[src/rtl/iopc_pkg.sv]
// package for the io port pin control block: register map, field layout, carriers
package iopc_pkg;

  localparam int IOPC_ADDR_W = 4;
  localparam int IOPC_WIDE_W = 8;
  localparam int IOPC_NARROW_W = 3;

  // register indices on the host register port
  localparam logic [3:0] IOPC_B_DATA_IN = 4'h0;
  localparam logic [3:0] IOPC_C_DATA_IN = 4'h1;
  localparam logic [3:0] IOPC_D_DATA_IN = 4'h2;
  localparam logic [3:0] IOPC_B_DATA_OUT = 4'h3;
  localparam logic [3:0] IOPC_C_DATA_OUT = 4'h4;
  localparam logic [3:0] IOPC_D_DATA_OUT = 4'h5;
  localparam logic [3:0] IOPC_B_DIRECTION = 4'h6;
  localparam logic [3:0] IOPC_C_DIRECTION = 4'h7;
  localparam logic [3:0] IOPC_D_DIRECTION = 4'h8;
  localparam logic [3:0] IOPC_B_DRIVE_SEL = 4'h9;
  localparam logic [3:0] IOPC_C_DRIVE_SEL = 4'hA;
  localparam logic [3:0] IOPC_D_DRIVE_SEL = 4'hB;

  localparam logic [7:0] IOPC_REG_RESET = 8'h00;
  // drive-select field layout
  localparam logic [7:0] IOPC_B_OD_MASK = 8'hF0;
  localparam logic [7:0] IOPC_B_SLEW_MASK = 8'h0F;
  localparam logic [7:0] IOPC_C_OD_MASK = 8'hFF;
  localparam logic [7:0] IOPC_D_SLEW_MASK = 8'h07;
  localparam logic [7:0] IOPC_D_DIR_MASK = 8'h07;
  localparam int IOPC_B_OD_LSB = 4;
  localparam int IOPC_D_CLK_PIN = 1;
  localparam int IOPC_D_CSI_PIN = 2;

  // register port request from the host bus
  typedef struct packed {
    logic sel;
    logic wr;
    logic rd;
    logic [3:0] addr;
    logic [7:0] wdata;
  } iopc_req_s;

  // per-port configuration fixed at build time, as the logic configuration tool would set it
  typedef struct packed {
    logic [7:0] oe_term_def;
    logic [7:0] logic_driven;
  } iopc_cfg_s;

endpackage : iopc_pkg

[src/rtl/iopc_top.sv]
// io port pin control: three ports, direction, drive select, output muxing
`timescale 1ns/1ps

// Notes on behaviour
// without an enable term, direction bit 0 means input, 1 means output.
// with an enable term, pin drives when direction bit or term is 1.
// three-pin port keeps only the three low direction bits.
// open-drain capable pins use open drain when drive bit is 1, else push-pull.
// slew-capable pins use fast slew when drive bit is 1, else standard.
// first 8-pin port: bits 7..4 open drain, bits 3..0 fast slew.
// second 8-pin port: all eight drive bits select open drain, no slew.
// three-pin port: bits 2..0 fast slew, bits 7..3 not applicable.
// first port outputs group ab or bc macrocells; second port only group bc.
// logic inputs from the 8-pin ports go through input macrocells.
// second 8-pin port pins may be taken over as the jtag programming port.
// three-pin port inputs feed the complex logic array directly.
// three-pin port can output three decode-array chip selects, no macrocells used.
// each external chip select is one product term with selectable polarity.
// chip-select pin enable comes from its enable term or direction bit.
// middle three-pin port pin as clock input feeds output macrocell flops.
// top three-pin port pin high as chip-select input puts flash in standby.
// deselect also idles port registers but never blocks logic arrays.
// data-in read returns each pin's present level.
// data-out write reaches a pin only when the logic array does not drive it.
// all direction bits reset to 0, every pin starts as input.
// host never sets direction 1 on a pin assigned as logic-array input.
// drive-select reads back last write; not-applicable bits read 0.
module iopc_top
  import iopc_pkg::*;
#(
  parameter int WIDE_W = IOPC_WIDE_W,
  parameter int NARROW_W = IOPC_NARROW_W,
  parameter iopc_cfg_s CFG_B = '0,
  parameter iopc_cfg_s CFG_C = '0,
  parameter iopc_cfg_s CFG_D = '0,
  parameter logic B_USE_BC = 1'b0,
  parameter logic [2:0] ECS_ACTIVE_LOW = 3'h0,
  parameter logic D_CSI_EN = 1'b0,
  parameter logic D_LOGIC_CLOCK_INPUT_EN = 1'b0,
  parameter logic C_JTAG_EN = 1'b0
) (
  input wire logic clk_i,
  input wire logic reset_n_i,
  input wire iopc_req_s req_i,
  output logic [7:0] rdata_o,
  output logic rvalid_o,
  input wire logic [7:0] macrocell_group_ab_out_i,
  input wire logic [7:0] macrocell_group_bc_out_i,
  input wire logic [7:0] port_b_oe_term_i,
  input wire logic [7:0] port_c_oe_term_i,
  input wire logic [2:0] port_d_oe_term_i,
  input wire logic [2:0] ext_chip_select_terms_i,
  input wire logic [7:0] input_macrocell_b_i,
  input wire logic [7:0] input_macrocell_c_i,
  input wire logic [7:0] jtag_out_i,
  input wire logic [7:0] jtag_oe_i,
  input wire logic [7:0] port_b_pin_i,
  input wire logic [7:0] port_c_pin_i,
  input wire logic [2:0] port_d_pin_i,
  output logic [7:0] port_b_pin_o,
  output logic [7:0] port_b_pin_oe_n_o,
  output logic [7:0] port_b_fast_slew_o,
  output logic [7:0] port_c_pin_o,
  output logic [7:0] port_c_pin_oe_n_o,
  output logic [2:0] port_d_pin_o,
  output logic [2:0] port_d_pin_oe_n_o,
  output logic [2:0] port_d_fast_slew_o,
  output logic [7:0] imc_in_b_o,
  output logic [7:0] imc_in_c_o,
  output logic [2:0] complex_logic_array_d_o,
  output logic [7:0] jtag_in_o,
  output logic logic_clock_input_o,
  output logic flash_standby_o,
  output logic regs_standby_o
);

  // the pin maps below are written for one 8-pin width and one 3-pin width only
  if (WIDE_W != IOPC_WIDE_W || NARROW_W != IOPC_NARROW_W) begin : g_width_check
    $error("iopc_top serves only 8-pin and 3-pin ports");
  end

  logic [7:0] dout_b_r, dout_c_r, dout_d_r;
  logic [7:0] dir_b_r, dir_c_r, dir_d_r;
  logic [7:0] drv_b_r, drv_c_r, drv_d_r;
  logic [7:0] rdata_r;
  logic rvalid_r;
  logic [7:0] b_pin_r, b_oe_n_r, b_slew_r, c_pin_r, c_oe_n_r;
  logic [2:0] d_pin_r, d_oe_n_r, d_slew_r;
  logic [7:0] imc_b_r, imc_c_r, jtag_in_r;
  logic [2:0] cla_d_r;
  logic logic_clock_input_r, csi_hi_r;

  // chip-select input high idles the register port, logic paths keep running
  wire csi_high = D_CSI_EN & port_d_pin_i[IOPC_D_CSI_PIN];
  wire bus_ok = req_i.sel & ~csi_high;
  wire wr_en = bus_ok & req_i.wr;
  wire rd_en = bus_ok & req_i.rd;

  // port b source: logic array when configured, else data out
  wire [7:0] b_mc = B_USE_BC ? macrocell_group_bc_out_i : macrocell_group_ab_out_i;
  wire [7:0] b_src = (CFG_B.logic_driven & b_mc) | (~CFG_B.logic_driven & dout_b_r);
  wire [7:0] c_src = (CFG_C.logic_driven & macrocell_group_bc_out_i) | (~CFG_C.logic_driven & dout_c_r);
  // external chip selects: one term each, polarity chosen per pin
  wire [2:0] ecs_val = ext_chip_select_terms_i ^ ECS_ACTIVE_LOW;
  wire [2:0] d_src = (CFG_D.logic_driven[2:0] & ecs_val) | (~CFG_D.logic_driven[2:0] & dout_d_r[2:0]);

  // direction resolution: dir OR defined enable term
  wire [7:0] b_drive = dir_b_r | (CFG_B.oe_term_def & port_b_oe_term_i);
  wire [7:0] c_drive_pre = dir_c_r | (CFG_C.oe_term_def & port_c_oe_term_i);
  wire [2:0] d_drive = (dir_d_r[2:0] & IOPC_D_DIR_MASK[2:0]) | (CFG_D.oe_term_def[2:0] & port_d_oe_term_i);

  // jtag takes over port c pins it claims
  wire [7:0] c_jt = C_JTAG_EN ? jtag_oe_i : 8'h00;
  wire [7:0] c_val = (c_jt & jtag_out_i) | (~c_jt & c_src);
  wire [7:0] c_drive = c_jt | (~c_jt & c_drive_pre);

  // open drain: drive low only, release for a one
  wire [7:0] b_od = drv_b_r & IOPC_B_OD_MASK;
  wire [7:0] c_od = drv_c_r & IOPC_C_OD_MASK & ~c_jt;
  wire [7:0] b_oe_n_nxt = ~(b_drive & ~(b_od & b_src));
  wire [7:0] c_oe_n_nxt = ~(c_drive & ~(c_od & c_val));

  wire [7:0] rd_mux =
    (req_i.addr == IOPC_B_DATA_IN) ? port_b_pin_i :
    (req_i.addr == IOPC_C_DATA_IN) ? port_c_pin_i :
    (req_i.addr == IOPC_D_DATA_IN) ? {5'h00, port_d_pin_i} :
    (req_i.addr == IOPC_B_DATA_OUT) ? dout_b_r :
    (req_i.addr == IOPC_C_DATA_OUT) ? dout_c_r :
    (req_i.addr == IOPC_D_DATA_OUT) ? dout_d_r :
    (req_i.addr == IOPC_B_DIRECTION) ? dir_b_r :
    (req_i.addr == IOPC_C_DIRECTION) ? dir_c_r :
    (req_i.addr == IOPC_D_DIRECTION) ? dir_d_r :
    (req_i.addr == IOPC_B_DRIVE_SEL) ? drv_b_r :
    (req_i.addr == IOPC_C_DRIVE_SEL) ? drv_c_r :
    (req_i.addr == IOPC_D_DRIVE_SEL) ? drv_d_r : 8'h00;

  always_ff @(posedge clk_i) begin
    if (!reset_n_i) begin
      dout_b_r <= IOPC_REG_RESET;
      dout_c_r <= IOPC_REG_RESET;
      dout_d_r <= IOPC_REG_RESET;
      dir_b_r <= IOPC_REG_RESET;
      dir_c_r <= IOPC_REG_RESET;
      dir_d_r <= IOPC_REG_RESET;
      drv_b_r <= IOPC_REG_RESET;
      drv_c_r <= IOPC_REG_RESET;
      drv_d_r <= IOPC_REG_RESET;
    end else if (wr_en) begin
      case (req_i.addr)
        IOPC_B_DATA_OUT: dout_b_r <= req_i.wdata;
        IOPC_C_DATA_OUT: dout_c_r <= req_i.wdata;
        IOPC_D_DATA_OUT: dout_d_r <= req_i.wdata & IOPC_D_DIR_MASK;
        IOPC_B_DIRECTION: dir_b_r <= req_i.wdata;
        IOPC_C_DIRECTION: dir_c_r <= req_i.wdata;
        IOPC_D_DIRECTION: dir_d_r <= req_i.wdata & IOPC_D_DIR_MASK;
        IOPC_B_DRIVE_SEL: drv_b_r <= req_i.wdata;
        IOPC_C_DRIVE_SEL: drv_c_r <= req_i.wdata;
        IOPC_D_DRIVE_SEL: drv_d_r <= req_i.wdata & IOPC_D_SLEW_MASK;
        default: ;
      endcase
    end
  end

  always_ff @(posedge clk_i) begin
    if (!reset_n_i) begin
      rdata_r <= 8'h00;
      rvalid_r <= 1'b0;
    end else begin
      rdata_r <= rd_en ? rd_mux : 8'h00;
      rvalid_r <= rd_en;
    end
  end

  // pin-facing outputs registered so every port leaves a flop
  always_ff @(posedge clk_i) begin
    if (!reset_n_i) begin
      b_pin_r <= 8'h00;
      b_oe_n_r <= 8'hFF;
      b_slew_r <= 8'h00;
      c_pin_r <= 8'h00;
      c_oe_n_r <= 8'hFF;
      d_pin_r <= 3'h0;
      d_oe_n_r <= 3'h7;
      d_slew_r <= 3'h0;
      imc_b_r <= 8'h00;
      imc_c_r <= 8'h00;
      cla_d_r <= 3'h0;
      jtag_in_r <= 8'h00;
      logic_clock_input_r <= 1'b0;
      csi_hi_r <= 1'b0;
    end else begin
      b_pin_r <= b_src;
      b_oe_n_r <= b_oe_n_nxt;
      b_slew_r <= drv_b_r & IOPC_B_SLEW_MASK;
      c_pin_r <= c_val;
      c_oe_n_r <= c_oe_n_nxt;
      d_pin_r <= d_src;
      d_oe_n_r <= ~d_drive;
      d_slew_r <= drv_d_r[2:0] & IOPC_D_SLEW_MASK[2:0];
      imc_b_r <= input_macrocell_b_i;
      imc_c_r <= input_macrocell_c_i;
      cla_d_r <= port_d_pin_i;
      jtag_in_r <= C_JTAG_EN ? port_c_pin_i : 8'h00;
      logic_clock_input_r <= D_LOGIC_CLOCK_INPUT_EN & port_d_pin_i[IOPC_D_CLK_PIN];
      csi_hi_r <= csi_high;
    end
  end

  assign rdata_o = rdata_r;
  assign rvalid_o = rvalid_r;
  assign port_b_pin_o = b_pin_r;
  assign port_b_pin_oe_n_o = b_oe_n_r;
  assign port_b_fast_slew_o = b_slew_r;
  assign port_c_pin_o = c_pin_r;
  assign port_c_pin_oe_n_o = c_oe_n_r;
  assign port_d_pin_o = d_pin_r;
  assign port_d_pin_oe_n_o = d_oe_n_r;
  assign port_d_fast_slew_o = d_slew_r;
  assign imc_in_b_o = imc_b_r;
  assign imc_in_c_o = imc_c_r;
  assign complex_logic_array_d_o = cla_d_r;
  assign jtag_in_o = jtag_in_r;
  assign logic_clock_input_o = logic_clock_input_r;
  assign flash_standby_o = csi_hi_r;
  assign regs_standby_o = csi_hi_r;

  // the host keeps logic-input pins at direction 0; not checked here, it is theirs


  dir_reset_a: assert property (@(posedge clk_i) !reset_n_i |=> dir_b_r == 8'h00 && dir_d_r == 8'h00)
    else $error("direction not cleared by reset");
  dir_d_high_a: assert property (@(posedge clk_i) disable iff (!reset_n_i) dir_d_r[7:3] == 5'h00)
    else $error("port d upper direction bits set");
  drv_d_na_a: assert property (@(posedge clk_i) disable iff (!reset_n_i) drv_d_r[7:3] == 5'h00)
    else $error("port d na drive bits set");
  b_drive_or_a: assert property (@(posedge clk_i) disable iff (!reset_n_i)
    (b_drive[0] && !b_od[0]) |=> !port_b_pin_oe_n_o[0])
    else $error("port b pin0 not driven");
  b_slew_a: assert property (@(posedge clk_i) disable iff (!reset_n_i)
    1'b1 |=> port_b_fast_slew_o == ($past(drv_b_r) & IOPC_B_SLEW_MASK))
    else $error("port b slew mismatch");
  d_oe_a: assert property (@(posedge clk_i) disable iff (!reset_n_i)
    1'b1 |=> port_d_pin_oe_n_o == ~($past(dir_d_r[2:0]) | (CFG_D.oe_term_def[2:0] & $past(port_d_oe_term_i))))
    else $error("port d enable mismatch");
  rd_in_a: assert property (@(posedge clk_i) disable iff (!reset_n_i)
    (rd_en && req_i.addr == IOPC_B_DATA_IN) |=> rvalid_o && rdata_o == $past(port_b_pin_i))
    else $error("data in read wrong");
  csi_block_a: assert property (@(posedge clk_i) disable iff (!reset_n_i)
    (csi_high && req_i.sel && req_i.rd) |=> !rvalid_o)
    else $error("read served while deselected");
  c_od_a: assert property (@(posedge clk_i) disable iff (!reset_n_i)
    (c_drive[0] && c_od[0] && c_val[0]) |=> port_c_pin_oe_n_o[0])
    else $error("open drain drove high");
  b_od_a: assert property (@(posedge clk_i) disable iff (!reset_n_i)
    (drv_b_r[7] && b_src[7]) |=> port_b_pin_oe_n_o[7])
    else $error("port b open drain drove high");

  // pins owned by the logic arrays or the jtag engine ignore the host's data out
  jtag_own_a: assert property (@(posedge clk_i) disable iff (!reset_n_i)
    (C_JTAG_EN && jtag_oe_i[0]) |=> !port_c_pin_oe_n_o[0] && port_c_pin_o[0] == $past(jtag_out_i[0]))
    else $error("jtag pin not driven");
  macrocell_c_a: assert property (@(posedge clk_i) disable iff (!reset_n_i)
    (CFG_C.logic_driven[7] && !(C_JTAG_EN && jtag_oe_i[7])) |=>
    port_c_pin_o[7] == $past(macrocell_group_bc_out_i[7]))
    else $error("port c macrocell not routed");
  ecs_polarity_a: assert property (@(posedge clk_i) disable iff (!reset_n_i)
    CFG_D.logic_driven[0] |=> port_d_pin_o[0] == ($past(ext_chip_select_terms_i[0]) ^ ECS_ACTIVE_LOW[0]))
    else $error("chip select polarity wrong");
  data_out_a: assert property (@(posedge clk_i) disable iff (!reset_n_i)
    !CFG_B.logic_driven[0] |=> port_b_pin_o[0] == $past(dout_b_r[0]))
    else $error("data out did not reach port b");

  // pass-through paths: one flop of lag, nothing gated by the chip-select input
  clock_in_a: assert property (@(posedge clk_i) disable iff (!reset_n_i)
    1'b1 |=> logic_clock_input_o == (D_LOGIC_CLOCK_INPUT_EN && $past(port_d_pin_i[IOPC_D_CLK_PIN])))
    else $error("clock input not passed");
  standby_follow_a: assert property (@(posedge clk_i) disable iff (!reset_n_i)
    1'b1 |=> flash_standby_o == (D_CSI_EN && $past(port_d_pin_i[IOPC_D_CSI_PIN])) && regs_standby_o == flash_standby_o)
    else $error("standby does not follow chip select");
  imc_pass_a: assert property (@(posedge clk_i) disable iff (!reset_n_i)
    1'b1 |=> imc_in_b_o == $past(input_macrocell_b_i) && imc_in_c_o == $past(input_macrocell_c_i))
    else $error("input macrocell not passed");
  direct_input_a: assert property (@(posedge clk_i) disable iff (!reset_n_i)
    1'b1 |=> complex_logic_array_d_o == $past(port_d_pin_i))
    else $error("port d input not direct");
  d_slew_a: assert property (@(posedge clk_i) disable iff (!reset_n_i)
    1'b1 |=> port_d_fast_slew_o == $past(drv_d_r[2:0]))
    else $error("port d slew mismatch");

  // deselect must freeze the register port and nothing else
  write_block_a: assert property (@(posedge clk_i) disable iff (!reset_n_i)
    (csi_high && req_i.sel && req_i.wr) |=> $stable(drv_b_r) && $stable(dir_b_r))
    else $error("write taken while deselected");
  rvalid_follow_a: assert property (@(posedge clk_i) disable iff (!reset_n_i)
    1'b1 |=> rvalid_o == $past(rd_en))
    else $error("read answer without accepted read");
  rd_na_zero_a: assert property (@(posedge clk_i) disable iff (!reset_n_i)
    (rd_en && req_i.addr == IOPC_D_DRIVE_SEL) |=> rdata_o[7:3] == 5'h00)
    else $error("na drive bits read nonzero");

  wr_cov_c: cover property (@(posedge clk_i) wr_en && req_i.addr == IOPC_B_DIRECTION);
  rd_cov_c: cover property (@(posedge clk_i) rd_en && req_i.addr == IOPC_D_DRIVE_SEL);
  csi_cov_c: cover property (@(posedge clk_i) csi_high && req_i.sel);
  od_cov_c: cover property (@(posedge clk_i) |c_od);
  ecs_cov_c: cover property (@(posedge clk_i) port_d_oe_term_i[0] && CFG_D.oe_term_def[0]);

endmodule : iopc_top

[config.mk]
export PLATFORM = sky130hd
export DESIGN_NAME = iopc_top
export DESIGN_NICKNAME = d
export VERILOG_FILES = /design/src/rtl/iopc_pkg.sv /design/src/rtl/iopc_top.sv
export SDC_FILE = /design/constraint.sdc
export NUM_CORES = 1
export LEC_CHECK = 0
export BUFFER_PORTS_ARGS = -buffer_cell sky130_fd_sc_hd__buf_2
export CAP_MARGIN = 10
export CORE_ASPECT_RATIO = 1.1
export CORE_UTILIZATION = 53
export DETAILED_ROUTE_END_ITERATION = 8
export GPL_ROUTABILITY_DRIVEN = 0
export PLACE_DENSITY = 0.85
export REMOVE_ABC_BUFFERS = 1
export SYNTH_ARGS = -nofsm -noshare
export SYNTH_HDL_FRONTEND = slang
export SYNTH_SLANG_ARGS = --single-unit
[constraint.sdc]
create_clock -name clk_i -period 3.6 [get_ports clk_i]
set_clock_uncertainty 0.05 [all_clocks]
set_input_delay 0.54 -clock clk_i [delete_from_list [all_inputs] [get_ports clk_i]]
set_output_delay 0.54 -clock clk_i [all_outputs]
set_load 0.01 [all_outputs]
== Word level (Yosys, flattened, before mapping) ==
Index checks and enable logic that the tools add are counted.

* Register bits: 134
* Word-level logic and storage cells: 68

* Equality and inequality tests: 11
* Mux-type cells: 12
* Bitwise gates (word level): 11
* Reduce and logical (&&, ||, !) cells: 11

{| class="wikitable"
|+ Operator list
! cell !! count
|-
| $mux 8 || 11
|-
| $and 8x8->8 || 4
|-
| $not 8->8 || 4
|-
| $reduce_and 2->1 || 10
|-
| $eq 4x3->1 const B || 4
|-
| $eq 4x4->1 const B || 4
|-
| $eq 4x2->1 const B || 2
|-
| $eq 4x1->1 const B || 1
|-
| $logic_not 4->1 || 1
|-
| $mux 3 || 1
|-
| $not 3->3 || 1
|-
| $and 1x1->1 || 2
|}

== Longest topological paths before layout ==
* Depth in word-level cells: 13
* Gate-level depth with buffers: 7

== Least setup slack after synthesis ==
No wires, ideal clock.

* Kind: in2reg
* Start: input port req_i[11] in the netlist's numbering
* End: register dout_c_r[0] (netlist: c_src[0])
* Arrival time: 1.675 ns
* Required time: 3.434 ns
* Setup slack: 1.759 ns
* Cell stages on the path: 7
* Buffers on the path: 2
* Cell sequence: buf_2 -> nor2b_4 -> nand3_2 -> or3_1 -> buf_4 -> mux2i_1 -> nor2b_1

* Cells in the longest elaborated chain, start to end: 2

{| class="wikitable"
|+ RTL lines
! item !! RTL line !! source
|-
| start: declaration || iopc_top.sv:44 || <nowiki>input wire iopc_req_s req_i,</nowiki>
|-
| $eq 4x3->1 || iopc_top.sv:149 || <nowiki>case (req_i.addr)</nowiki>
|-
| $reduce_and 2->1 (no line) || n/a ||
|-
| end signal: assignment || iopc_top.sv:151 || <nowiki>IOPC_C_DATA_OUT: dout_c_r <= req_i.wdata;</nowiki>
|-
| end: declaration || iopc_top.sv:82 || <nowiki>logic [7:0] dout_b_r, dout_c_r, dout_d_r;</nowiki>
|}

No other way between the ends.
A chain may end at the register's enable or synchronous reset.

== Worst setup path in the final report ==
* Start: input port req_i[10] in the netlist's numbering
* End: register dir_c_r[6] (netlist: c_drive[6])

* Cells in the longest elaborated chain, start to end: 2

{| class="wikitable"
|+ RTL lines
! item !! RTL line !! source
|-
| $eq 4x3->1 || iopc_top.sv:149 ||
|-
| $reduce_and 2->1 (no line) || n/a ||
|-
| end signal: assignment || iopc_top.sv:154 || <nowiki>IOPC_C_DIRECTION: dir_c_r <= req_i.wdata;</nowiki>
|-
| end: declaration || iopc_top.sv:83 || <nowiki>logic [7:0] dir_b_r, dir_c_r, dir_d_r;</nowiki>
|}

No other way between the ends.

==> impl_metrics.json <==
{
  "result_of_the_run": "finished clean",
  "viasPerCell": 5.46,
  "netlist.area_leader.share": 0.511,
  "most_frequent_cell_after_synthesis": "dfxtp_1",
  "vdd_ir_drop_max_v": 0.000376,
  "synth.cells.most_frequent": "dfxtp_1, mux2i_1, nor2b_1, and2_1, nand2_1",
  "post_dp_cell_area_um2": 5700,
  "syn-cell-area_um2": 5090,
  "critPathKind": "input port to register",
  "max_cap_violations": 0,
  "synth-xor-area-share": 0,
  "postCtsSetupRepairBufs": 0,
  "fp.dieH_um": 105,
  "layout.core_utilization": 0.669,
  "postSynth.asyncResetShare": 0,
  "first_global_vias": 3982,
  "dp_hpwl_mm": 7.66,
  "number_of_enable_type_register_cells_in_the_synthesized_netlist": 0,
  "wl_per_cell_um": 16.3,
  "sort_of_element_at_the_end_of_the_critical_path": "register",
  "nNetsFinal": 729,
  "crit_path_start_kind": "input port",
  "grt_first_pass_wirelength_mm": 19.1,
  "actual_slew_at_the_worst_max_slew_pin_ns": 0.913,
  "synth_cell_type_count": 39,
  "layout.cell_area.non_filler_um2": 6250,
  "slew_viol_final": 0,
  "synth.yosys.warnings": 0,
  "via_count": 4109,
  "total_number_of_h_tree_levels": 4,
  "rows": 37,
  "detailedRoute.firstIterationViolations": 397,
  "yosys_register_bits": 130,
  "power.sequential.fraction": 0.450,
  "fp.dieArea_um2": 10000,
  "synth_fa_ha_area_frac": 0,
  "setup_viol": 0,
  "post_cts_resize_count": 0,
  "grt_antenna_before_repair": 0,
  "clkSinkCount": 130,
  "synth_area_in_compound_gates": 0.107,
  "intPower_mw": 2.49,
  "chipWidth_um": 95.5,
  "synth_top_cells_by_area": "dfxtp_1, mux2i_1, nor2b_1, and2_1, nand2_1",
  "share_clk_of_total_power": 0.489,
  "drt-pass1-iter-count": 5,
  "power_per_cell_area_nw_per_um2": 521,
  "power.share.switching": 0.237,
  "grt_start_max_net_pins": 122,
  "grt_setup_unrepaired": "false",
  "critPathRequiredTime_ns": 3.98,
  "logic_pwr_share": 0.061,
  "synthDominantAreaCellType": "dfxtp_1",
  "fraction_of_the_mapped_netlist_area_in_simple_logic_gates": 0.206,
  "post_synth.cell_area_avg_um2": 10.0,
  "area_delta_synth_final_pct": 22.7,
  "cts_made_buffers": 17,
  "wirelength_mm": 12.3,
  "synthFlopType": "dfxtp_1",
  "synth_top_family_by_area": "simple AND/OR/NAND/NOR gates",
  "synth_seq_area_share": 0.511,
  "post-route-min-period_ns": 2.39,
  "drt_drc_violations_left": 0,
  "clock_latency_ns": 0.52,
  "track_usage": 0.254,
  "cp.arrival_ns": 2.77,
  "grt.overflow.total": 0,
  "slew-limit-headroom": 0.392,
  "holdCritPathClass": "input port to register",
  "antenna_cells": 0,
  "final_sum_of_negative_setup_slack_ns": 0,
  "final_total_power_mw": 3.26,
  "final_hold_viol_count": 0,
  "synthesized_netlist_cell_count": 509,
  "final.period_utilization": 0.663,
  "initial_core_util": 0.545,
  "switchingPower_uw": 770,
  "boundaryPins": 194,
  "power.static_leakage_nw": 2.58,
  "cts_root_buffer": "clkbuf_8",
  "floorplan.core_area_um2": 9350,
  "antenna_left": 0,
  "final_layout_size_suffix_gt1_frac": 0.275,
  "cts_hold_repair.buffers": 0,
  "timing.critical_path.fanout_max": 18,
  "clkSlewWorstSetupHoldPaths_ns": 0.06,
  "tritoncts": "yes",
  "place.port_buffers": 124,
  "cts-root-to-sink-buffers": 2,
  "mux_share_of_post_synthesis_cell_area": 0.122,
  "fmax_mhz": 419
}
-- cells by family (layout without fill, tap and decap cells) --
logic type,Yosys count,after routing
buf+inv,53,166
flops,130,130
other cells,1,15
simple gates,185,185
compound gates,83,83
mux,57,57
-- power groups by stage --
stage / clock network (mW) / logic [mW] / registers, mW
3_5_place_dp: 0 / 0.194 / 1.50
4_1_cts: 1.61 / 0.197 / 1.47
5_1_grt: 1.67 / 0.216 / 1.47
6_report: 1.59 / 0.200 / 1.47
3_3_place_gp: 0 / 0.191 / 1.50
2_1_floorplan: 0 / 0.0803 / 1.50
-- through the flow --
stage / instances / hold slack (ns) / setup slack, ns
after floorplan: 475 / 0.317 / 1.65
after global placement: 721 / 0.336 / 0.813
after detailed placement: 721 / 0.335 / 0.761
after CTS: 753 / 0.161 / 1.30
after global routing: 753 / 0.157 / 1.15
final: 753 / 0.175 / 1.21
-- critical path, stage by stage --
cell      delay (ns)
buf_2           0.34
nor2b_4         0.44
nand3_2         0.36
nor2_1          0.72
nand2_1         0.14
a21boi_0        0.22
-- sequential cells by signal, summed over array words and instances, names as in the netlist --
name,flops
imc_in_c_o,8
port_b_pin_oe_n_o,8
dir_d_r,3
dout_d_r,3
port_b_pin_o,8
port_d_pin_oe_n_o,3
b_src,8
port_d_pin_o,3
port_d_fast_slew_o,3
port_c_pin_o,8
c_od,8
imc_in_b_o,8
c_src,8
rdata_o,8
c_drive,8
drv_b_r,8
port_c_pin_oe_n_o,8
port_b_fast_slew_o,4
drv_d_r,3
rvalid_o,1
complex_logic_array_d_o,3
b_drive,8
-- per-layer routing --
metal  global-route usage  share of wire  vias to the layer above
met3               0.0815          0.087                       33
met1                0.295           0.40                     1916
met2                0.408           0.49                      236
met5                    0              0                        -
li1                     -              -                     1924
met4                0.143          0.028                        0
-- placed cells by master (no fill, tap or decap), types with 2 or more instances in the layout --
cell / Yosys / final
a21boi_0: 14 / 14
a21o_1: 2 / 2
a21oi_1: 9 / 9
a22oi_1: 10 / 10
a31oi_1: 3 / 3
and2_1: 45 / 45
and3_1: 2 / 2
buf_2: 7 / 124
buf_4: 17 / 5
clkbuf_16: 0 / 16
clkbuf_8: 0 / 3
clkinv_2: 0 / 5
clkinv_4: 0 / 2
clkinvlp_4: 0 / 4
conb_1: 1 / 15
dfxtp_1: 130 / 130
inv_1: 5 / 5
mux2_2: 2 / 2
mux2i_1: 51 / 51
mux4_2: 4 / 4
nand2_1: 41 / 41
nand2b_1: 4 / 4
nand3_1: 15 / 15
nand3_2: 2 / 2
nor2_1: 13 / 13
nor2_4: 3 / 3
nor2b_1: 49 / 49
nor3_1: 2 / 2
nor4_1: 3 / 3
o21ai_0: 30 / 30
o2bb2a_1: 5 / 5
o2bb2ai_1: 5 / 5
or3_1: 2 / 2
-- path summary, 6_finish.rpt --
check | endpoint | from | depth (start not counted) | slack [ns]
setup / recovery | c_drive[6] | req_i[10] | 6 | 1.21
hold / removal | imc_in_c_o[0] | input_macrocell_c_i[0] | 2 | 0.17
hold reg to reg | port_d_pin_oe_n_o[0] | dir_d_r[0] | 1 | 0.35
setup reg to reg | rdata_o[1] | drv_d_r[1] | 4 | 2.26
-- area by class of cell --
cell class | count | area (um^2)
Clock buffer | 19 | 442
Clock inverter | 13 | 111
Fill cell | 732 | 3100
Inverter | 5 | 18.8
Multi-Input combinational cell | 340 | 2270
Sequential cell | 130 | 2600
Tap cell | 117 | 146
Timing Repair Buffer | 129 | 658
No activity file was read; power rests on OpenSTA's default activity.
